<file path="config.mk">
export PLATFORM = sky130hd
export DESIGN_NAME = vot_top
export DESIGN_NICKNAME = d
export VERILOG_FILES = /design/src/rtl/vot_pkg.sv /design/src/rtl/vot_fifo.sv /design/src/rtl/vot_glock.sv /design/src/rtl/vot_top.sv
export VERILOG_INCLUDE_DIRS = /design/src /design/src/rtl
export SDC_FILE = /design/constraint.sdc
export NUM_CORES = 1
export LEC_CHECK = 0
export BUFFER_PORTS_ARGS = -buffer_cell sky130_fd_sc_hd__buf_4
export CAP_MARGIN = 20
export CORE_MARGIN = 5
export CORE_UTILIZATION = 42
export DETAILED_ROUTE_END_ITERATION = 8
export GPL_TIMING_DRIVEN = 0
export SETUP_SLACK_MARGIN = 0.4
export SYNTH_ARGS = -nofsm -noshare
export SYNTH_HDL_FRONTEND = slang
export SYNTH_SLANG_ARGS = --single-unit
</file>
<file path="constraint.sdc">
create_clock -name i_clk_sys -period 3.3 [get_ports i_clk_sys]
set_input_delay 0.33 -clock i_clk_sys [delete_from_list [all_inputs] [get_ports i_clk_sys]]
set_output_delay 0.33 -clock i_clk_sys [all_outputs]
set_load 0.02 [all_outputs]
</file>
<file path="src/rtl/vot_consts.svh">
// constants for the video output timing and genlock block
// assumes a single 125 MHz system clock standing in for the double-rate clock
//
// Operation
// - genlock serial output sends frequency word, then phase reset bit
// - frequency word is 23 bits, unsigned binary
// - oscillator frequency equals word over two to the 23, times double-rate clock
// - least significant bit of sent frequency word is always zero
// - writing one to bit 4 of chroma control sends reset next line
// - reset bit is active low, 7 double-rate cycles after last word bit
// - sending the reset bit clears the internal oscillator phase
// - pixel clock output suits 20-bit and 16-bit capture
// - double-rate clock output suits 10-bit, 8-bit and BT.656 capture
// - clock qualifier with double-rate clock marks 20/16-bit capture edges
// - support 20,16,10,8-bit 4:2:2 and 10,8-bit BT.656, both samplings
// - samples in 4:2:2 order, alternate samples carry chroma
// - 525-line BT.601: 858 total, 720 active pixels per line
// - 525-line square pixel: 780 total, 640 active pixels per line
// - 625-line BT.601: 864 total, 720 active pixels per line
// - 625-line square pixel: 944 total, 768 active pixels per line
// - active-video flag rises 4 double-rate cycles earlier in BT.656 mode
// - sync start register default 80h gives nominal sync, changes move it
`ifndef VOT_CONSTS_SVH
`define VOT_CONSTS_SVH
`define VOT_REG_SYNC_START   8'h16
`define VOT_REG_CHROMA_CTRL  8'h1a
`define VOT_REG_FREQ0        8'h1b
`define VOT_REG_FREQ1        8'h1c
`define VOT_REG_FREQ2        8'h1d
`define VOT_REG_FORMAT       8'h1e
`define VOT_REG_STATUS       8'h1f
`define VOT_RST_SYNC_START   8'h80
`define VOT_RST_CHROMA_CTRL  8'h00
`define VOT_RST_FREQ         23'h43_E0F8
`define VOT_RST_FORMAT       8'h00
`define VOT_BIT_PHASE_RST    4
`define VOT_FREQ_W           23
`define VOT_RST_GAP_CYC      7
`define VOT_ACTIVE_VIDEO_FLAG_EARLY_CYC   4
`define VOT_SYNC_LEN         12'h080
`define VOT_GENLOCK_SERIAL_OUT_START       12'h010
`define VOT_TOT_525_601      12'h35a
`define VOT_ACT_525_601      12'h2d0
`define VOT_TOT_525_SQP      12'h30c
`define VOT_ACT_525_SQP      12'h280
`define VOT_TOT_625_601      12'h360
`define VOT_ACT_625_601      12'h2d0
`define VOT_TOT_625_SQP      12'h3b0
`define VOT_ACT_625_SQP      12'h300
`define VOT_FIFO_DEPTH       8
`endif

</file>
<file path="src/rtl/vot_pkg.sv">
// types shared by the video output timing block
// assumes nothing beyond the constants header
package vot_pkg;
  typedef enum logic [2:0] {
    VOT_FMT_20 = 3'b000,
    VOT_FMT_16 = 3'b001,
    VOT_FMT_10 = 3'b010,
    VOT_FMT_8  = 3'b011,
    VOT_FMT_656_10 = 3'b100,
    VOT_FMT_656_8  = 3'b101
  } vot_fmt_e;
  typedef enum logic [1:0] {
    VOT_GL_IDLE = 2'b00,
    VOT_GL_WORD = 2'b01,
    VOT_GL_GAP  = 2'b10,
    VOT_GL_RST  = 2'b11
  } vot_gl_e;
endpackage

</file>
<file path="src/rtl/vot_fifo.sv">
// small synchronous fifo with valid/ready on both sides
// assumes one clock and an active-low asynchronous reset
`timescale 1ns/1ns
module vot_fifo #(
  parameter int WIDTH = 20,
  parameter int DEPTH = 8
) (
  // clock and reset
  input  wire logic             i_clk_sys,
  input  wire logic             i_rst_n,
  // fill side
  input  wire logic             i_in_valid,
  input  wire logic [WIDTH-1:0] i_in_data,
  output logic                  o_in_ready,
  // drain side
  output logic                  o_out_valid,
  output logic [WIDTH-1:0]      o_out_data,
  input  wire logic             i_out_ready
);
  localparam int AW = $clog2(DEPTH);
  logic [WIDTH-1:0] mem [DEPTH];
  logic [AW-1:0]    wr_ptr_r;
  logic [AW-1:0]    rd_ptr_r;
  logic [AW:0]      count_r;
  logic             push;
  logic             pop;
  logic [AW:0]      count_nxt;

  // empty from the occupancy count; ready is a flop fed by the next count
  assign o_out_valid = (count_r != '0);
  assign o_out_data  = mem[rd_ptr_r];
  assign push = i_in_valid && o_in_ready;
  assign pop  = o_out_valid && i_out_ready;

  // next occupancy, so ready leaves the block straight from a flop
  always_comb begin
    count_nxt = count_r;
    if (push && !pop) begin
      count_nxt = count_r + 1'b1;
    end else if (pop && !push) begin
      count_nxt = count_r - 1'b1;
    end
  end

  // storage has no reset, only pointers, count and ready do
  always_ff @(posedge i_clk_sys) begin
    if (push) begin
      mem[wr_ptr_r] <= i_in_data;
    end
  end

  // pointers and count
  always_ff @(posedge i_clk_sys or negedge i_rst_n) begin
    if (!i_rst_n) begin
      wr_ptr_r <= '0;
      rd_ptr_r <= '0;
      count_r    <= '0;
      o_in_ready <= 1'b1;
    end else begin
      if (push) begin
        wr_ptr_r <= (wr_ptr_r == AW'(DEPTH - 1)) ? '0 : wr_ptr_r + 1'b1;
      end
      if (pop) begin
        rd_ptr_r <= (rd_ptr_r == AW'(DEPTH - 1)) ? '0 : rd_ptr_r + 1'b1;
      end
      count_r    <= count_nxt;
      o_in_ready <= (count_nxt != DEPTH[AW:0]);
    end
  end
endmodule // vot_fifo

</file>
<file path="src/rtl/vot_glock.sv">
// genlock serial sender: frequency word then active-low phase reset bit
// assumes a start pulse once per line from the timing logic
`timescale 1ns/1ns
`include "vot_consts.svh"
module vot_glock (
  // clock and reset
  input  wire logic        i_clk_sys,
  input  wire logic        i_rst_n,
  // control
  input  wire logic        i_line_start,
  input  wire logic [22:0] i_freq_word,
  input  wire logic        i_rst_req,
  // results
  output logic             o_serial,
  output logic             o_rst_sent,
  output logic             o_busy
);
  vot_pkg::vot_gl_e state_r;
  logic [22:0]      shift_r;
  logic [4:0]       cnt_r;
  logic             send_rst_r;

  assign o_busy = (state_r != vot_pkg::VOT_GL_IDLE);

  // frame sequencer; reset request is latched at line start only
  always_ff @(posedge i_clk_sys or negedge i_rst_n) begin
    if (!i_rst_n) begin
      state_r    <= vot_pkg::VOT_GL_IDLE;
      shift_r    <= '0;
      cnt_r      <= '0;
      send_rst_r <= 1'b0;
      o_serial   <= 1'b1;
      o_rst_sent <= 1'b0;
    end else begin
      o_rst_sent <= 1'b0;
      case (state_r)
        vot_pkg::VOT_GL_IDLE: begin
          o_serial <= 1'b1;
          if (i_line_start) begin
            // word is 23-bit unsigned, msb first, bit 0 forced low
            shift_r    <= {i_freq_word[22:1], 1'b0};
            send_rst_r <= i_rst_req;
            cnt_r      <= 5'(`VOT_FREQ_W - 1);
            state_r    <= vot_pkg::VOT_GL_WORD;
          end
        end
        vot_pkg::VOT_GL_WORD: begin
          o_serial <= shift_r[22];
          shift_r  <= {shift_r[21:0], 1'b0};
          if (cnt_r == '0) begin
            cnt_r   <= 5'(`VOT_RST_GAP_CYC - 1);
            state_r <= send_rst_r ? vot_pkg::VOT_GL_GAP
                                  : vot_pkg::VOT_GL_IDLE;
          end else begin
            cnt_r <= cnt_r - 1'b1;
          end
        end
        vot_pkg::VOT_GL_GAP: begin
          o_serial <= 1'b1;
          if (cnt_r == '0) begin
            state_r <= vot_pkg::VOT_GL_RST;
          end else begin
            cnt_r <= cnt_r - 1'b1;
          end
        end
        vot_pkg::VOT_GL_RST: begin
          // idle level is high, so the reset bit shows as a low
          o_serial   <= 1'b0;
          o_rst_sent <= 1'b1;
          send_rst_r <= 1'b0;
          state_r    <= vot_pkg::VOT_GL_IDLE;
        end
        default: state_r <= vot_pkg::VOT_GL_IDLE;
      endcase
    end
  end
endmodule // vot_glock

</file>
<file path="src/rtl/vot_top.sv">
// video output timing, 4:2:2 formatter and genlock control
// assumes i_clk_sys is the double-rate sample clock; host pokes registers
`timescale 1ns/1ns
`include "vot_consts.svh"
module vot_top (
  // clock and reset
  input  wire logic        i_clk_sys,
  input  wire logic        i_rst_n,
  // host register port
  input  wire logic        i_reg_wr,
  input  wire logic        i_reg_rd,
  input  wire logic [7:0]  i_reg_addr,
  input  wire logic [7:0]  i_reg_wdata,
  output logic      [7:0]  o_reg_rdata,
  // decoded pixel input, one luma and one chroma per pixel
  input  wire logic        i_pix_valid,
  input  wire logic [9:0]  i_pix_y,
  input  wire logic [9:0]  i_pix_c,
  output logic             o_pix_ready,
  // video port
  output logic [9:0]       o_y_data,
  output logic [9:0]       o_uv_data,
  output logic             o_pclk,
  output logic             o_sclk_en,
  output logic             o_capture_qualifier,
  output logic             o_line_sync_out,
  output logic             o_active_video_flag,
  // genlock
  output logic             o_genlock_serial_out
);
  // registers
  logic [7:0]  sync_start_r;
  logic [7:0]  chroma_ctrl_r;
  logic [22:0] freq_r;
  logic [7:0]  format_r;
  logic        rst_req_r;
  // timing
  logic [11:0] hcnt_r;
  logic        phase_r;
  logic [11:0] tot_pix;
  logic [11:0] act_pix;
  logic [2:0]  fmt;
  logic        is_656;
  logic        line_start;
  // oscillator
  logic [22:0] phase_acc_r;
  logic        gl_serial;
  logic        gl_rst_sent;
  logic        gl_busy;
  // fifo
  logic        f_valid;
  logic [19:0] f_data;
  logic        f_pop;
  logic        chroma_sel_r;
  logic [9:0]  y_hold_r;
  logic [9:0]  c_hold_r;
  logic        act_r;

  assign fmt    = format_r[2:0];
  assign is_656 = (fmt == 3'(vot_pkg::VOT_FMT_656_10)) ||
                  (fmt == 3'(vot_pkg::VOT_FMT_656_8));

  // line length and active width, square vs 601, 525 vs 625
  always_comb begin
    case (format_r[5:4])
      2'b00: begin
        tot_pix = `VOT_TOT_525_601;
        act_pix = `VOT_ACT_525_601;
      end
      2'b01: begin
        tot_pix = `VOT_TOT_525_SQP;
        act_pix = `VOT_ACT_525_SQP;
      end
      2'b10: begin
        tot_pix = `VOT_TOT_625_601;
        act_pix = `VOT_ACT_625_601;
      end
      default: begin
        tot_pix = `VOT_TOT_625_SQP;
        act_pix = `VOT_ACT_625_SQP;
      end
    endcase
  end

  // host writes; the phase reset bit self-clears once armed
  always_ff @(posedge i_clk_sys or negedge i_rst_n) begin
    if (!i_rst_n) begin
      sync_start_r  <= `VOT_RST_SYNC_START;
      chroma_ctrl_r <= `VOT_RST_CHROMA_CTRL;
      freq_r        <= `VOT_RST_FREQ;
      format_r      <= `VOT_RST_FORMAT;
      rst_req_r     <= 1'b0;
    end else begin
      // a new request wins over the line-start consume
      if (i_reg_wr && i_reg_addr == `VOT_REG_CHROMA_CTRL &&
          i_reg_wdata[`VOT_BIT_PHASE_RST]) begin
        rst_req_r <= 1'b1;
      end else if (line_start) begin
        rst_req_r <= 1'b0;
      end
      if (i_reg_wr) begin
        case (i_reg_addr)
          `VOT_REG_SYNC_START:  sync_start_r <= i_reg_wdata;
          `VOT_REG_CHROMA_CTRL: chroma_ctrl_r <= i_reg_wdata &
                                  ~(8'h01 << `VOT_BIT_PHASE_RST);
          `VOT_REG_FREQ0:       freq_r[7:0] <= i_reg_wdata;
          `VOT_REG_FREQ1:       freq_r[15:8] <= i_reg_wdata;
          `VOT_REG_FREQ2:       freq_r[22:16] <= i_reg_wdata[6:0];
          `VOT_REG_FORMAT:      format_r <= i_reg_wdata;
          default: ;
        endcase
      end
    end
  end

  // registered read data; unmapped addresses read zero
  always_ff @(posedge i_clk_sys or negedge i_rst_n) begin
    if (!i_rst_n) begin
      o_reg_rdata <= 8'h00;
    end else if (i_reg_rd) begin
      case (i_reg_addr)
        `VOT_REG_SYNC_START:  o_reg_rdata <= sync_start_r;
        `VOT_REG_CHROMA_CTRL: o_reg_rdata <= chroma_ctrl_r |
                                {3'b000, rst_req_r, 4'h0};
        `VOT_REG_FREQ0:       o_reg_rdata <= freq_r[7:0];
        `VOT_REG_FREQ1:       o_reg_rdata <= freq_r[15:8];
        `VOT_REG_FREQ2:       o_reg_rdata <= {1'b0, freq_r[22:16]};
        `VOT_REG_FORMAT:      o_reg_rdata <= format_r;
        `VOT_REG_STATUS:      o_reg_rdata <= {5'h00, gl_busy,
                                act_r, o_line_sync_out};
        default:              o_reg_rdata <= 8'h00;
      endcase
    end
  end

  // pixel phase and horizontal counter on the double-rate clock
  always_ff @(posedge i_clk_sys or negedge i_rst_n) begin
    if (!i_rst_n) begin
      phase_r <= 1'b0;
      hcnt_r  <= '0;
    end else begin
      phase_r <= ~phase_r;
      if (phase_r) begin
        hcnt_r <= (hcnt_r >= tot_pix - 12'd1) ? '0 : hcnt_r + 12'd1;
      end
    end
  end

  assign line_start = phase_r && (hcnt_r == `VOT_GENLOCK_SERIAL_OUT_START);

  // pixel clock at half rate, qualifier marks its capture edge
  always_ff @(posedge i_clk_sys or negedge i_rst_n) begin
    if (!i_rst_n) begin
      o_pclk              <= 1'b0;
      o_sclk_en           <= 1'b0;
      o_capture_qualifier <= 1'b0;
    end else begin
      o_pclk              <= ~phase_r;
      o_sclk_en           <= 1'b1;
      o_capture_qualifier <= phase_r;
    end
  end

  // sync start shifts the pulse relative to its 80h nominal spot
  always_ff @(posedge i_clk_sys or negedge i_rst_n) begin
    if (!i_rst_n) begin
      o_line_sync_out <= 1'b1;
    end else begin
      o_line_sync_out <= !((hcnt_r >= act_pix + {4'h0, sync_start_r}) &&
        (hcnt_r < act_pix + {4'h0, sync_start_r} + `VOT_SYNC_LEN));
    end
  end

  // active flag; in BT.656 it rises two pixels (4 sclk) early
  always_ff @(posedge i_clk_sys or negedge i_rst_n) begin
    if (!i_rst_n) begin
      act_r               <= 1'b0;
      o_active_video_flag <= 1'b0;
    end else begin
      act_r <= (hcnt_r < act_pix);
      o_active_video_flag <= (hcnt_r < act_pix) ||
        (is_656 && hcnt_r >= tot_pix - 12'(`VOT_ACTIVE_VIDEO_FLAG_EARLY_CYC / 2));
    end
  end

  // oscillator phase accumulator, cleared when reset bit goes out
  always_ff @(posedge i_clk_sys or negedge i_rst_n) begin
    if (!i_rst_n) begin
      phase_acc_r <= '0;
    end else if (gl_rst_sent) begin
      phase_acc_r <= '0;
    end else begin
      phase_acc_r <= phase_acc_r + {freq_r[22:1], 1'b0};
    end
  end

  vot_glock u_glock (
    .i_clk_sys    (i_clk_sys),
    .i_rst_n      (i_rst_n),
    .i_line_start (line_start),
    .i_freq_word  (freq_r),
    .i_rst_req    (rst_req_r),
    .o_serial     (gl_serial),
    .o_rst_sent   (gl_rst_sent),
    .o_busy       (gl_busy)
  );

  // serial pin comes out of a flop here too
  always_ff @(posedge i_clk_sys or negedge i_rst_n) begin
    if (!i_rst_n) begin
      o_genlock_serial_out <= 1'b1;
    end else begin
      o_genlock_serial_out <= gl_serial;
    end
  end

  // pixels drain one per pixel period during active video only,
  // so outside the active window the fifo stalls the source once it holds eight
  assign f_pop = f_valid && phase_r && (hcnt_r < act_pix);

  vot_fifo #(.WIDTH(20), .DEPTH(`VOT_FIFO_DEPTH)) u_fifo (
    .i_clk_sys   (i_clk_sys),
    .i_rst_n     (i_rst_n),
    .i_in_valid  (i_pix_valid),
    .i_in_data   ({i_pix_y, i_pix_c}),
    .o_in_ready  (o_pix_ready),
    .o_out_valid (f_valid),
    .o_out_data  (f_data),
    .i_out_ready (f_pop)
  );

  // hold the popped pixel; chroma alternates Cb/Cr each pixel
  always_ff @(posedge i_clk_sys or negedge i_rst_n) begin
    if (!i_rst_n) begin
      y_hold_r     <= '0;
      c_hold_r     <= 10'h200;
      chroma_sel_r <= 1'b0;
    end else begin
      if (f_pop) begin
        y_hold_r     <= f_data[19:10];
        c_hold_r     <= f_data[9:0];
        chroma_sel_r <= ~chroma_sel_r;
      end
      if (line_start) begin
        chroma_sel_r <= 1'b0;
      end
    end
  end

  // output mux: wide formats hold Y and UV, narrow ones interleave
  always_ff @(posedge i_clk_sys or negedge i_rst_n) begin
    if (!i_rst_n) begin
      o_y_data  <= 10'h040;
      o_uv_data <= 10'h200;
    end else begin
      case (fmt)
        3'b000: begin
          o_y_data  <= y_hold_r;
          o_uv_data <= c_hold_r;
        end
        3'b001: begin
          o_y_data  <= {y_hold_r[9:2], 2'b00};
          o_uv_data <= {c_hold_r[9:2], 2'b00};
        end
        3'b010, 3'b100: begin
          o_y_data  <= phase_r ? y_hold_r : c_hold_r;
          o_uv_data <= 10'h000;
        end
        default: begin
          o_y_data  <= phase_r ? {y_hold_r[9:2], 2'b00}
                               : {c_hold_r[9:2], 2'b00};
          o_uv_data <= 10'h000;
        end
      endcase
    end
  end
endmodule // vot_top

</file>
==> results.md, run 1 <==
- Entering global routing, the biggest net connects 86 pins.
- The switching power share of the total is 0.288.
- In this run the clock root is driven by a sky130_fd_sc_hd__clkbuf_16.
- The highest metal layer with signal wires is met4.
- The worst hold path begins at i_pix_y[1].
- Yosys printed 0 warnings.
- The post-synth net total is 1,061.
- Summed over all nets, wire length on met2 after detailed routing comes to 14,900 um.
- The setup skew after layout is 0.0176 ns.
- In this run the count of I/O pins placed on the die edge is 76.
- The number of clock buffers added by TritonCTS is 35.
- Counting tap cells, the placed design contains a total of 1,502 instances.
- The power share of the combinational group is 0.240.
- The share of total power dissipated in sequential elements is 0.439.
- The mean routed wirelength per cell is 19.4 um.
- Summed over all nets, the switching power comes to 3430 uW.
- The area growth from synthesis to layout is 18.4%.
- Input and output buffers added on the ports amount to 70.
- The largest vdd supply drop is 0.507 mV.
- The worst-case headroom to the max-slew limit is 0.391.
- The most area-hungry cell type in the Yosys netlist is sky130_fd_sc_hd__edfxtp_1.
- The final hold violation count is 0.
- The global routing usage summed across all routing layers is 0.166.
- The global placer's final weighted congestion is 0.924.
- The tool flagged a number of max-cap violations equal to 0.
- The net count reported at finish is 1,185.
- The total iterations of the first detailed-routing run is 6.
- The final critical-path required period is 2.91 ns.
- The chip width is 192 um.
- After layout, the worst setup slack is 0.392 ns.
- Among all flip-flop cells after synthesis, the most frequent one is sky130_fd_sc_hd__edfxtp_1.
- The number of setup violations in the final report is 0.
- The path with the worst hold slack has its endpoint at u_fifo.mem[3][11]$_DFFE_PP_.
- Ranked by total cell area, the synthesized netlist is headed by sky130_fd_sc_hd__edfxtp_1, sky130_fd_sc_hd__dfrtp_1, sky130_fd_sc_hd__mux4_2.
- The leakage power is 0.00672 uW.
- The transition at the pin with the smallest max-transition slack is 0.906 ns.
- TritonCTS built the clock tree.
- The number of enable flip-flop cells after synthesis is 160.
- The initial utilization of the core area, before any placement, comes to 0.427.
- The vertical die dimension is 192 um.
- Detailed placement finished with a half-perimeter wire length of 21,200 um.
- Clock-pin slew was measured on the worst setup and hold paths at 0.06 ns.
- At the worst endpoint, the arrival time is 3.31 ns.
- The highest fanout seen on the critical path is 10.
- The detailed router put a total of 13,400 um of wire on met1.
- Setup repair after global routing could not meet its margin everywhere.
- The total power density per cell area is 721 nW/um^2.
- The number of global-route vias before repair is 8,358.
- The completed layout was analyzed and its total power is 11,900 uW.
- The number of standard cells in the layout, taps in and fillers out is 1,569.
- The count of nets left with antenna violations once routing finished came out at 0.
- The reg-to-reg startpoint is format_r[4]$_DFFE_PN0P_.
- The mapped netlist covers 13,900 sq um.
- The synthesized netlist contains 66 unique library cells.
- STA classifies the critical path endpoint as a flip-flop.
- In the synthesized netlist the async set-or-reset flop fraction comes to 0.494.
- The cell count after synthesis is 977.
- The die covers 36,900 sq um.
- After the first detailed-routing iteration, the DRC count stood at 509.
- Timing would allow up to 344 MHz.
- The startpoint class of the critical path is a flip-flop.
- The share of the synthesized area in the top cell type is 0.345.
- For this run, design rule violations remaining after detail routing come to 0.
- The endpoint of the lowest-slack register-to-register path is o_line_sync_out$_DFF_PN1_.
- The number of vias per cell after detailed routing is 5.18.
- For the worst setup path, the data required time is 3.71 ns.
- The internal power of the cells totals 8460 uW.
- Of the available clock period, the critical path in the final layout requires 0.881.
- Wires add up to 30,400 um.
- The total grt overflow is 0.
- The sink count of the clock tree is 316.
- Prior to clock tree synthesis, the placed netlist has a worst setup slack of -0.349 ns.
- The floorplan step defined a core boundary enclosing 32,600 sq um.
- The first global-routing pass estimated 47,800 um of wire.
- The path type of the worst setup path is flip-flop to flip-flop.
- For this run, the register share of the synthesized area comes to 0.627.
- The run finished with clean final reports.
- The worst hold path belongs to the class primary input to flip-flop.
- In this run, synthesis produced a sequential element count of 316.
- The internal reg-to-reg setup slack is 0.39 ns.
- The proportion of power drawn by the clock network is 0.321.
- The clock insertion delay at the later pin of the skew report is 0.51 ns.
- The number of antenna diodes is 0.
- The total met3 wirelength after detailed routing is 1450 um.
- The final worst hold slack is 0.0499 ns.
- The H-tree was split into 2 levels.
- The vias after detailed routing is 8,124.
- The number of cells traversed by the worst hold path is 1.
- A synthesized cell averages 14.2 sq um.
- The initial antenna violation count was 0.
- The max-slew violation count was 0.
- The length in cells of the worst reg-to-reg path is 11.
- Counting along the longest clock path gives a buffer depth of 3.
- Row generation in the floorplan step produced 66 rows.
- The share of layout cells above drive strength 1 is 0.278.
- After routing, the total negative slack on setup checks comes to 0 ns.
## power groups by stage
stage / clock [uW] / combinational, uW / sequential (uW)
floorplan: 0 / 1730 / 5320
global placement: 0 / 2760 / 5310
detailed placement: 0 / 2900 / 5310
CTS: 3910 / 2930 / 5230
global route: 4070 / 3130 / 5290
finish: 3810 / 2850 / 5220
## how the worst max path moves through the flow
| stage | startpoint | endpoint | slack, ns | cells after the start |
|---|---|---|---|---|
| finish | format_r[4]$_DFFE_PN0P_ | o_line_sync_out$_DFF_PN1_ | 0.39 | 11 |
| CTS | format_r[4]$_DFFE_PN0P_ | o_line_sync_out$_DFF_PN1_ | 0.42 | 13 |
| detailed placement | format_r[4]$_DFFE_PN0P_ | o_line_sync_out$_DFF_PN1_ | -0.35 | 13 |
| global route | format_r[4]$_DFFE_PN0P_ | o_line_sync_out$_DFF_PN1_ | 0.27 | 13 |
| global placement | u_fifo.o_in_ready$_DFF_PN1_ | u_fifo.mem[4][17]$_DFFE_PP_ | -1.11 | 3 |
| floorplan | format_r[4]$_DFFE_PN0P_ | o_line_sync_out$_DFF_PN1_ | 0.40 | 13 |
## critical path, cell delays in order, from the launching register on
cell                        delay, ns
sky130_fd_sc_hd__dfrtp_2         0.41
sky130_fd_sc_hd__clkbuf_8        0.17
sky130_fd_sc_hd__nor2b_1         0.13
sky130_fd_sc_hd__ha_2            0.24
sky130_fd_sc_hd__xnor2_1         0.15
sky130_fd_sc_hd__xnor2_1         0.15
sky130_fd_sc_hd__ha_1            0.26
sky130_fd_sc_hd__nor2b_1         0.17
sky130_fd_sc_hd__a2111oi_0       0.54
sky130_fd_sc_hd__o21ai_1         0.17
sky130_fd_sc_hd__a221oi_1        0.26
sky130_fd_sc_hd__nand3_1         0.15
## flip-flops by register name, indices dropped and copies added (netlist names), 3 cells and up, named ones only
register,cells
sync_start_r,8
o_uv_data,10
o_reg_rdata,8
u_glock.cnt_r,5
hcnt_r,12
format_r,8
freq_r,23
u_fifo.count_r,4
u_fifo.rd_ptr_r,3
u_glock.shift_r,22
u_fifo.mem,160
u_fifo.wr_ptr_r,3
o_y_data,10
chroma_ctrl_r,7
y_hold_r,10
c_hold_r,10
## Yosys cell counts, drive strengths merged (4+ instances only)
cell / n
nand2b: 8
xor2: 8
nand4: 4
edfxtp: 160
clkbuf: 22
a31oi: 5
nand3: 18
nor4b: 5
dfrtp: 137
nor2b: 6
mux2: 60
ha: 43
mux2i: 53
a21o: 6
buf: 21
o22ai: 11
a21oi: 48
dfstp: 19
nor2: 68
o21ai: 42
nor3: 12
and2: 12
inv: 36
a221oi: 9
mux4: 40
and3: 6
xnor2: 7
nand2: 60
nor3b: 4
## layout make-up
type / count / area [sq um]
Buffer: 43 / 201
Clock buffer: 50 / 1030
Clock inverter: 13 / 111
Fill cell: 2783 / 16100
Inverter: 36 / 135
Multi-Input combinational cell: 582 / 4960
Sequential cell: 316 / 8730
Tap cell: 442 / 553
Timing Repair Buffer: 87 / 756
## per-stage QoR
step / area, sq um / utilization
2_1_floorplan: 13900 / -
3_3_place_gp: 15000 / 0.460
3_5_place_dp: 15200 / 0.467
4_1_cts: 16500 / 0.505
5_1_grt: 16500 / 0.505
6_report: 16500 / 0.505
## cell usage in the layout, fill, tap and decap left out, types with 38 or more instances in the layout
cell type	n
sky130_fd_sc_hd__edfxtp_1	160
sky130_fd_sc_hd__o21ai_0	38
sky130_fd_sc_hd__nor2_1	62
sky130_fd_sc_hd__a21oi_1	47
sky130_fd_sc_hd__nand2_1	56
sky130_fd_sc_hd__dfrtp_1	136
sky130_fd_sc_hd__ha_1	41
sky130_fd_sc_hd__mux4_2	40
sky130_fd_sc_hd__mux2i_1	53
sky130_fd_sc_hd__buf_4	75
sky130_fd_sc_hd__mux2_2	60
## kinds of logic (layout without fill, tap and decap cells)
| family | Yosys count | in the layout | synth area share |
|---|---|---|---|
| DFF | 316 | 316 | 0.627 |
| and+or+nand+nor | 217 | 217 | 0.0801 |
| muxes | 153 | 153 | 0.151 |
| AOI/OAI and AO/OA | 152 | 152 | 0.0686 |
| buffers and inverters | 79 | 229 | 0.0234 |
| adders and majority gates | 44 | 44 | 0.0394 |
| xor gates and xnor gates | 15 | 15 | 0.00944 |
| other | 1 | 1 | 0.000269 |
## layer usage
metal / global-route usage / up-vias
met5: 0 / -
met2: 0.282 / 152
met4: 0.0395 / 0
met3: 0.0322 / 41
li1: - / 3902
met1: 0.223 / 4029
## timing repair
item / 4_1_cts / 5_1_grt
resized for setup: 13 / 4
hold buffers: 1 / 0
buffers inserted: 3 / 0
setup endpoints to repair: 8 / 12
cloned: 0 / 0
endpoints found under the hold margin: 64 / 0
pin swaps: 2 / 1
Note: power is estimated with default switching activity, not from simulation.
==> run 2, diff against run 1 <==
--- a/config.mk
+++ b/config.mk
@@ -9,7 +9,7 @@
 export BUFFER_PORTS_ARGS = -buffer_cell sky130_fd_sc_hd__buf_4
 export CAP_MARGIN = 20
 export CORE_MARGIN = 5
-export CORE_UTILIZATION = 42
+export CORE_UTILIZATION = 40
 export DETAILED_ROUTE_END_ITERATION = 8
 export GPL_TIMING_DRIVEN = 0
 export SETUP_SLACK_MARGIN = 0.4
==> results.md, run 2 (same netlist as run 1, synthesis figures left out) <==
- The worst register-to-register path has a setup slack of 0.46 ns.
- The clock tree synthesis step divided the H-tree into 2 levels.
- 0 antenna diodes ended up in the layout.
- Counting along the longest clock path gives a buffer depth of 3.
- Entering global routing, the biggest net connects 125 pins.
- Fill cells in the final layout number 3,024.
- The final sum of negative setup slack is 0 ns.
- The chip width is 197 um.
- Timing would allow up to 352 MHz.
- The largest registers in the layout are u_fifo.mem: 160 flops, freq_r: 23 flops, u_glock.shift_r: 22 flops.
- The number of cell rows is 68.
- Across the routed clock network, the largest skew measured is 0.0135 ns.
- Detailed placement finished with a half-perimeter wire length of 21,800 um.
- Setup slack closes at 0.462 ns.
- Max-cap violations in this run came to 0.
- The startpoint of the tightest hold check path is i_pix_y[7].
- The number of placed instances, taps included, is 1,516.
- The number of vias per cell after detailed routing is 5.24.
- The transition at the pin with the smallest max-transition slack is 0.940 ns.
- The final clock period utilization by the worst path is 0.860.
- The register with the most flip-flops in the layout has 160 of them.
- The mean routed wirelength per cell is 19.6 um.
- The library cell used most frequently in the layout, excluding fill and tap cells, is sky130_fd_sc_hd__edfxtp_1.
- For this design the static power due to leakage is 0.00675 uW.
- The hold-critical path endpoint is u_fifo.mem[3][17]$_DFFE_PP_.
- The die covers 38,600 sq um.
- The number of buffers added by the clock tree synthesis step is 35.
- The cell area after layout is 16,600 sq um.
- In the global route stage, overall resource usage came out at 0.160.
- The final hold violation count is 0.
- The global placer's final weighted congestion is 0.849.
- The clock tree root buffer cell is sky130_fd_sc_hd__clkbuf_16.
- The count of unresolved DRC violations after routing is 0.
- Setup violations remaining at the end of the flow were counted as 0.
- Timing analysis after detailed placement gives a worst setup slack of -0.211 ns.
- The net count of the finished layout is 1,185.
- The tightest min-delay check is of the primary input to flip-flop type.
- For this design the ratio of total power to cell area is 731 nW/um^2.
- After clock tree synthesis, the clock-pin slew on the worst setup and hold paths is 0.06 ns.
- The type of element capturing the critical path is a flip-flop.
- The worst register-to-register path ends at o_line_sync_out$_DFF_PN1_.
- Along the worst path, the maximum fanout reaches 10.
- Before antenna repair, the detailed router went through 5 iterations.
- The startpoint identified for the worst register-to-register timing path is format_r[4]$_DFFE_PN0P_.
- Across the VDD grid, the largest voltage drop is 0.572 mV.
- The worst setup path is launched from a flip-flop.
- The first global-routing pass estimated 48,800 um of wire.
- The register containing the most flip-flops in the final layout is u_fifo.mem.
- The post-placement cell area is 15,300 sq um.
- The sink count of the clock tree is 316.
- Headroom to the max-slew limit came out at 0.372.
- Clock latency on the worst-skew pair, taken at its later pin, is 0.51 ns.
- The run finished with clean final reports.
- Setup repair after global routing could not meet its margin everywhere.
- Counting instances, the worst hold path has a depth of 1.
- The number of global-route vias before repair came to 8,579.
- The final cell utilization of the core is 0.481.
- The share of layout cells above drive strength 1 is 0.275.
- The smallest clock period supported by the final layout is computed as 2.84 ns.
- The number of standard cells in the layout, taps in and fillers out is 1,582.
- The top-level I/O count is 76.
- The final wirelength is 31,100 um.
- The floorplan step set the die height to 197 um.
- From synthesis to final layout, the design area changed by 19.0%.
- The effective utilization at floorplan is 0.404.
- Counting cells, the worst reg-to-reg path comes to 13.
- The number of design-rule violations left by the first detailed-router iteration is 507.
- By startpoint and endpoint, the worst setup path is classified as flip-flop to flip-flop.
- The initial antenna violation count is 0.
- Port buffering added 70 buffers.
- The routed layout has 8,284 vias.
- The max-slew violation count is 0.
- For this run the aggregate overflow at the end of global routing stands at 0.
- The antenna violation net count after detailed routing is 0.
- TritonCTS built the clock tree.
- The top cell types in the final layout, fill and taps aside, are sky130_fd_sc_hd__edfxtp_1, sky130_fd_sc_hd__dfrtp_1, sky130_fd_sc_hd__buf_4.
- For the worst setup path, the data required time is 3.71 ns.
- The region available for standard cell placement spans 34,500 sq um.
- Data on the critical path arrives at its endpoint at 3.25 ns.
## run 2: cell types whose count changed in the layout (fill, tap and decap cells not counted), sizes merged
cell | before | now
bufinv | 1 | 4
clkinvlp | 4 | 1
## run 2: metrics by stage
step / total power, uW / hold slack, ns
CTS: 12300 / 0.0301
finish: 12100 / 0.0529
floorplan: 7050 / 0.0344
detailed placement: 8250 / 0.217
global placement: 8080 / 0.347
global route: 12700 / 0.0408
## run 2: metal layers
layer	wire length [um]	vias to the layer above	track usage	part of all wire
li1	-	3906	-	-
met1	13400	4161	0.211	0.43
met2	15400	170	0.276	0.50
met3	1560	47	0.0296	0.050
met4	677	0	0.0414	0.022
met5	0	-	0	0
## run 2: worst max-delay path by stage
stage                           startpoint                    endpoint
2_1_floorplan      format_r[4]$_DFFE_PN0P_   o_line_sync_out$_DFF_PN1_
6_report           format_r[4]$_DFFE_PN0P_   o_line_sync_out$_DFF_PN1_
3_3_place_gp   u_fifo.o_in_ready$_DFF_PN1_  u_fifo.mem[2][3]$_DFFE_PP_
3_5_place_dp       format_r[4]$_DFFE_PN0P_   o_line_sync_out$_DFF_PN1_
4_1_cts            format_r[4]$_DFFE_PN0P_   o_line_sync_out$_DFF_PN1_
5_1_grt            format_r[4]$_DFFE_PN0P_   o_line_sync_out$_DFF_PN1_
## run 2: cell type report
class	instances	area, sq um	share of cell area
Multi-Input combinational cell	582	4960	0.299
Inverter	36	135	0.00816
Sequential cell	316	8730	0.527
Timing Repair Buffer	87	771	0.0466
Tap cell	455	569	0.0344
Clock inverter	13	179	0.0108
Buffer	43	200	0.0121
Clock buffer	50	1010	0.0612
## run 2: critical path: stages (launching register included)
cell	delay (ns)
sky130_fd_sc_hd__dfrtp_2	0.41
sky130_fd_sc_hd__clkbuf_8	0.17
sky130_fd_sc_hd__nand2_2	0.11
sky130_fd_sc_hd__ha_4	0.23
sky130_fd_sc_hd__and3_1	0.22
sky130_fd_sc_hd__o21ai_2	0.16
sky130_fd_sc_hd__a21boi_4	0.21
sky130_fd_sc_hd__ha_1	0.24
sky130_fd_sc_hd__inv_1	0.06
sky130_fd_sc_hd__ha_1	0.25
sky130_fd_sc_hd__a211oi_2	0.17
sky130_fd_sc_hd__o21ai_1	0.10
sky130_fd_sc_hd__a221oi_1	0.30
sky130_fd_sc_hd__nand3_1	0.13
## run 2: where the power goes
part | switching [uW] | leakage [uW] | internal [uW]
clock network | 1520 | 0.000581 | 2460
registers | 361 | 0.00340 | 4860
logic | 1560 | 0.00277 | 1340
## run 2: repair_timing
action	4_1_cts	5_1_grt
hold buffers	1	0
hold endpoints to repair	32	0
pin swaps	2	0
resized for setup	13	2
setup buffers	2	0
endpoints found under the setup margin	7	3
==> run 3, diff against run 2 <==
--- a/config.mk
+++ b/config.mk
@@ -6,6 +6,7 @@
 export SDC_FILE = /design/constraint.sdc
 export NUM_CORES = 1
 export LEC_CHECK = 0
+export ABC_AREA = 1
 export BUFFER_PORTS_ARGS = -buffer_cell sky130_fd_sc_hd__buf_4
 export CAP_MARGIN = 20
 export CORE_MARGIN = 5
@@ -16,3 +17,4 @@
 export SYNTH_ARGS = -nofsm -noshare
 export SYNTH_HDL_FRONTEND = slang
 export SYNTH_SLANG_ARGS = --single-unit
+export TNS_END_PERCENT = 10
==> results.md, run 3 <==
- The run finished with clean final reports.
- Setup violations remaining at the end of the flow were counted as 0.
- At the worst endpoint, the arrival time is 3.10 ns.
- The max-slew violation count is 0.
- The achievable frequency is 378 MHz.
- The final clock period utilization by the worst path is 0.802.
- The number of cell rows is 68.
- Clock latency on the worst-skew pair, taken at its later pin, is 0.52 ns.
- In this run the count of I/O pins placed on the die edge is 76.
- The die is 197 um tall.
- The final critical-path required period is 2.65 ns.
- In this run, CTS created clock tree buffers numbering 36.
- The initial antenna violation count is 0.
- The class of the tightest hold or removal check is primary input to flip-flop.
- The largest net degree at the start of global routing is 117.
- In this run the tightest slew margin relative to its limit is 0.551.
- The share of synthesized area in the top cell type comes to 0.343.
- The number of maximum-capacitance constraint violations is 0.
- Final hold analysis gives a worst-case slack of 0.0320 ns.
- In the synthesized netlist the async set-or-reset flop fraction comes to 0.494.
- The vias after detailed routing is 10,021.
- The wire-length estimate of the detail-placed layout is 24,000 um.
- The number of buffers and inverters on the critical path is 4.
- STA classifies the critical path endpoint as a flip-flop.
- sky130_fd_sc_hd__edfxtp_1 takes more of the synthesized area than any other cell.
- Setup repair after global routing left no endpoint under its margin.
- The number of global-route vias before repair came to 9,925.
- The chip width is 197 um.
- In this run the mean area of a mapped cell was 10.1 sq um.
- The first-pass GRT wire length is 53,500 um.
- The antenna violation net count after detailed routing is 0.
- The total power density per cell area is 769 nW/um^2.
- The most common cell in the synthesized netlist is sky130_fd_sc_hd__nand2_1.
- The critical path's most frequent cell is sky130_fd_sc_hd__nand2_1.
- The number of filler instances in the final layout is 3,281.
- The sink count of the clock tree is 316.
- The analysis attributes to cell leakage a power of 0.00701 uW.
- The count of buffers inserted at the top-level ports is 75.
- The effective utilization at floorplan is 0.406.
- By startpoint and endpoint, the worst setup path is classified as flip-flop to flip-flop.
- At the worst endpoint, the required time is 3.75 ns.
- Of the cells placed in the final design, the portion with a size suffix greater than 1 is 0.132.
- Yosys attributes the largest share of cell area to sky130_fd_sc_hd__edfxtp_1, sky130_fd_sc_hd__dfrtp_1, sky130_fd_sc_hd__nand2_1.
- The final hold violation count was 0.
- The register with the most flip-flops in the layout has 160 of them.
- Dividing the detail-routed wire length by the instance count gives 16.8 um.
- For this run, the leading register cell type out of synthesis is sky130_fd_sc_hd__edfxtp_1.
- The most common library cell in the layout ignoring fill and taps is sky130_fd_sc_hd__nand2_1.
- The number of design-rule violations left by the first detailed-router iteration is 681.
- The fraction of synthesized area in multiplexers is 0.
- Of the total synthesized cell area, the portion taken by XOR and XNOR cells is 0.00687.
- In the routed design, unresolved DRC markers number 0.
- The clock passes through at most 3 buffers.
- For this run, the total global-route usage over all layers was measured as 0.172.
- Across the VDD grid, the largest voltage drop is 0.518 mV.
- In this design, the stage delay of the slowest critical-path cell is 0.33 ns.
- In this run the worst path has a maximum fanout of 10.
- The total grt overflow is 0.
- Of the synthesized area, sequential elements account for 0.623.
- The combinational family with the most area after synthesis is simple AND/OR/NAND/NOR gates.
- Summing all placed instances gives a cell area of 15,400 sq um.
- The mapped netlist covers 14,000 sq um.
- The deepest level of the CTS H-tree is 2.
- During synthesis, Yosys emitted a total of 0 warnings.
- The finished cells cover 16,600 sq um.
- The final wirelength is 33,600 um.
- The global placer's final weighted congestion is 0.898.
- In the final design database the tool counted 1,598 nets.
- By count the netlist is led by sky130_fd_sc_hd__nand2_1, sky130_fd_sc_hd__o21ai_0, sky130_fd_sc_hd__edfxtp_1.
- In the final layout, the registers with the most flip-flops are u_fifo.mem: 160 flops, freq_r: 23 flops, u_glock.shift_r: 22 flops.
- The area growth from synthesis to layout is 18.6%.
- The clock transition time at the flip-flop clock pins of the worst setup and hold paths is 0.06 ns.
- Walking the worst path, the cells encountered are buf_4 > nand2_1 > ha_1 > inv_1 > o21bai_1 > inv_1 > nand2_1 > nand2_1 > nand2_2 > inv_1 > ha_1 > xnor2_1 > ha_1 > a21oi_1 > o221ai_1 > a21oi_1 > nand2_1.
- The synthesized design contains 160 enable-type register cells.
- The number of antenna diodes is 0.
- Of the total synthesized cell area, the portion taken by AND, OR, NAND and NOR gates is 0.147.
- Between clock sinks in the finished design, the worst skew comes to 0.0151 ns.
- The first detailed-routing pass took 5 iterations.
- Synthesis handed over a netlist of 1,391 instances.
- The power after layout is 12,800 uW.
- Dividing the detail-routed via count by the number of cells gives 5.02.
- The number of distinct library cells after synthesis is 48.
- Post-CTS timing repair inserted 0 buffers for setup.
- The adder and majority cell fraction of the synthesized area is 0.0384.
- In this run the standard cell core region covers 34,500 sq um.
- Among cell families on the critical path, the largest total delay comes from adder cells.
- The post-synth net total is 1,475.
- The number of register bits inferred by synthesis is 316.
- The largest individual stage delay along the critical path comes from the cell sky130_fd_sc_hd__dfrtp_1.
- The cell sitting at the root of the clock tree is a sky130_fd_sc_hd__clkbuf_16.
- For the pin with the worst max-slew slack, the measured transition is 0.673 ns.
- In the layout the commonest cells are sky130_fd_sc_hd__nand2_1, sky130_fd_sc_hd__o21ai_0, sky130_fd_sc_hd__edfxtp_1.
- After routing, the total negative slack on setup checks comes to 0 ns.
- Ranked by flip-flop count, first place goes to u_fifo.mem.
- The overall die area is 38,900 sq um.
- The startpoint class of the critical path is a flip-flop.
- The clock tree from TritonCTS is yes.
- The fraction of the mapped netlist area in compound gates is 0.132.
==> run 3: cell types whose count changed after synthesis, sizes merged, moves of 20 or more <==
cell    previous run  this run
o21a               2        25
mux2              60         0
nand2             60       279
clkbuf            22        42
o22ai             11        44
mux2i             53         0
o21ai             42       209
nand3             18        45
nor2              68       147
inv               36       130
mux4              40         0
==> run 3: logic make-up after synthesis <==
logic type                 Yosys count
and+or+nand+nor                    503
buffers and inverters              188
other                                1
DFF                                316
AOI/OAI and AO/OA                  329
adders and majority gates           43
xor gates and xnor gates            11
==> run 3: metrics by stage <==
step	util	worst slack, ns	cells
detailed placement	0.444	0.653	1930
CTS	0.481	0.636	1996
global route	0.481	0.404	1996
global placement	0.439	0.285	1921
finish	0.481	0.652	1996
floorplan	-	0.938	1391
==> run 3: worst reg2reg max path, cell delays in order, from the launching register on <==
cell and delay (ns):
sky130_fd_sc_hd__dfrtp_1 0.33, sky130_fd_sc_hd__buf_4 0.16, sky130_fd_sc_hd__nand2_1 0.11, sky130_fd_sc_hd__ha_1 0.31, sky130_fd_sc_hd__inv_1 0.06, sky130_fd_sc_hd__o21bai_1 0.13
sky130_fd_sc_hd__inv_1 0.07, sky130_fd_sc_hd__nand2_1 0.06, sky130_fd_sc_hd__nand2_1 0.10, sky130_fd_sc_hd__nand2_2 0.10, sky130_fd_sc_hd__inv_1 0.04, sky130_fd_sc_hd__ha_1 0.19
sky130_fd_sc_hd__xnor2_1 0.14, sky130_fd_sc_hd__ha_1 0.30, sky130_fd_sc_hd__a21oi_1 0.14, sky130_fd_sc_hd__o221ai_1 0.13, sky130_fd_sc_hd__a21oi_1 0.14, sky130_fd_sc_hd__nand2_1 0.07
==> run 3: cell type report <==
| cell class | instances | area [sq um] | share of cell area |
|---|---|---|---|
| flip-flops and latches | 316 | 8730 | 0.525 |
| multi-input cells | 887 | 4570 | 0.275 |
| clock buffers | 51 | 1020 | 0.0613 |
| repair buffers | 85 | 753 | 0.0453 |
| well taps | 455 | 569 | 0.0342 |
| inverters | 131 | 492 | 0.0296 |
| plain buffers | 57 | 248 | 0.0149 |
| clock inverters | 14 | 239 | 0.0144 |
==> run 3: worst paths after layout <==
| check | cells past startpoint | end | startpoint | slack (ns) |
|---|---|---|---|---|
| min in group asynchronous | 2 | u_glock.cnt_r[4]$_DFFE_PN0P_ | i_rst_n | 0.29 |
| setup / recovery | 17 | o_line_sync_out$_DFF_PN1_ | format_r[4]$_DFFE_PN0P_ | 0.65 |
| hold reg to reg | 0 | o_genlock_serial_out$_DFF_PN1_ | u_glock.o_serial$_DFF_PN1_ | 0.36 |
| max in group asynchronous | 3 | o_y_data[1]$_DFF_PN0_ | i_rst_n | 2.11 |
| hold / removal | 3 | sync_start_r[3]$_DFFE_PN0P_ | i_reg_wdata[3] | 0.03 |
| setup reg to reg | 17 | o_line_sync_out$_DFF_PN1_ | format_r[4]$_DFFE_PN0P_ | 0.65 |
==> run 3: per-layer routing <==
layer	vias up	global-route usage	part of all wire
li1	4952	-	-
met5	-	0	0
met3	51	0.0290	0.053
met2	219	0.284	0.47
met4	0	0.0460	0.022
met1	4799	0.238	0.45
==> run 3: report_power, final <==
part	switching, uW	internal, uW
clock network	1560	2640
registers	286	4850
logic	2290	1150
total	4140	8640
==> run 3: what timing repair did <==
item                                   4_1_cts  5_1_grt
resized for setup                            0        1
setup endpoints to repair                    0        1
endpoints found under the hold margin       40        0
hold buffers                                 1        0
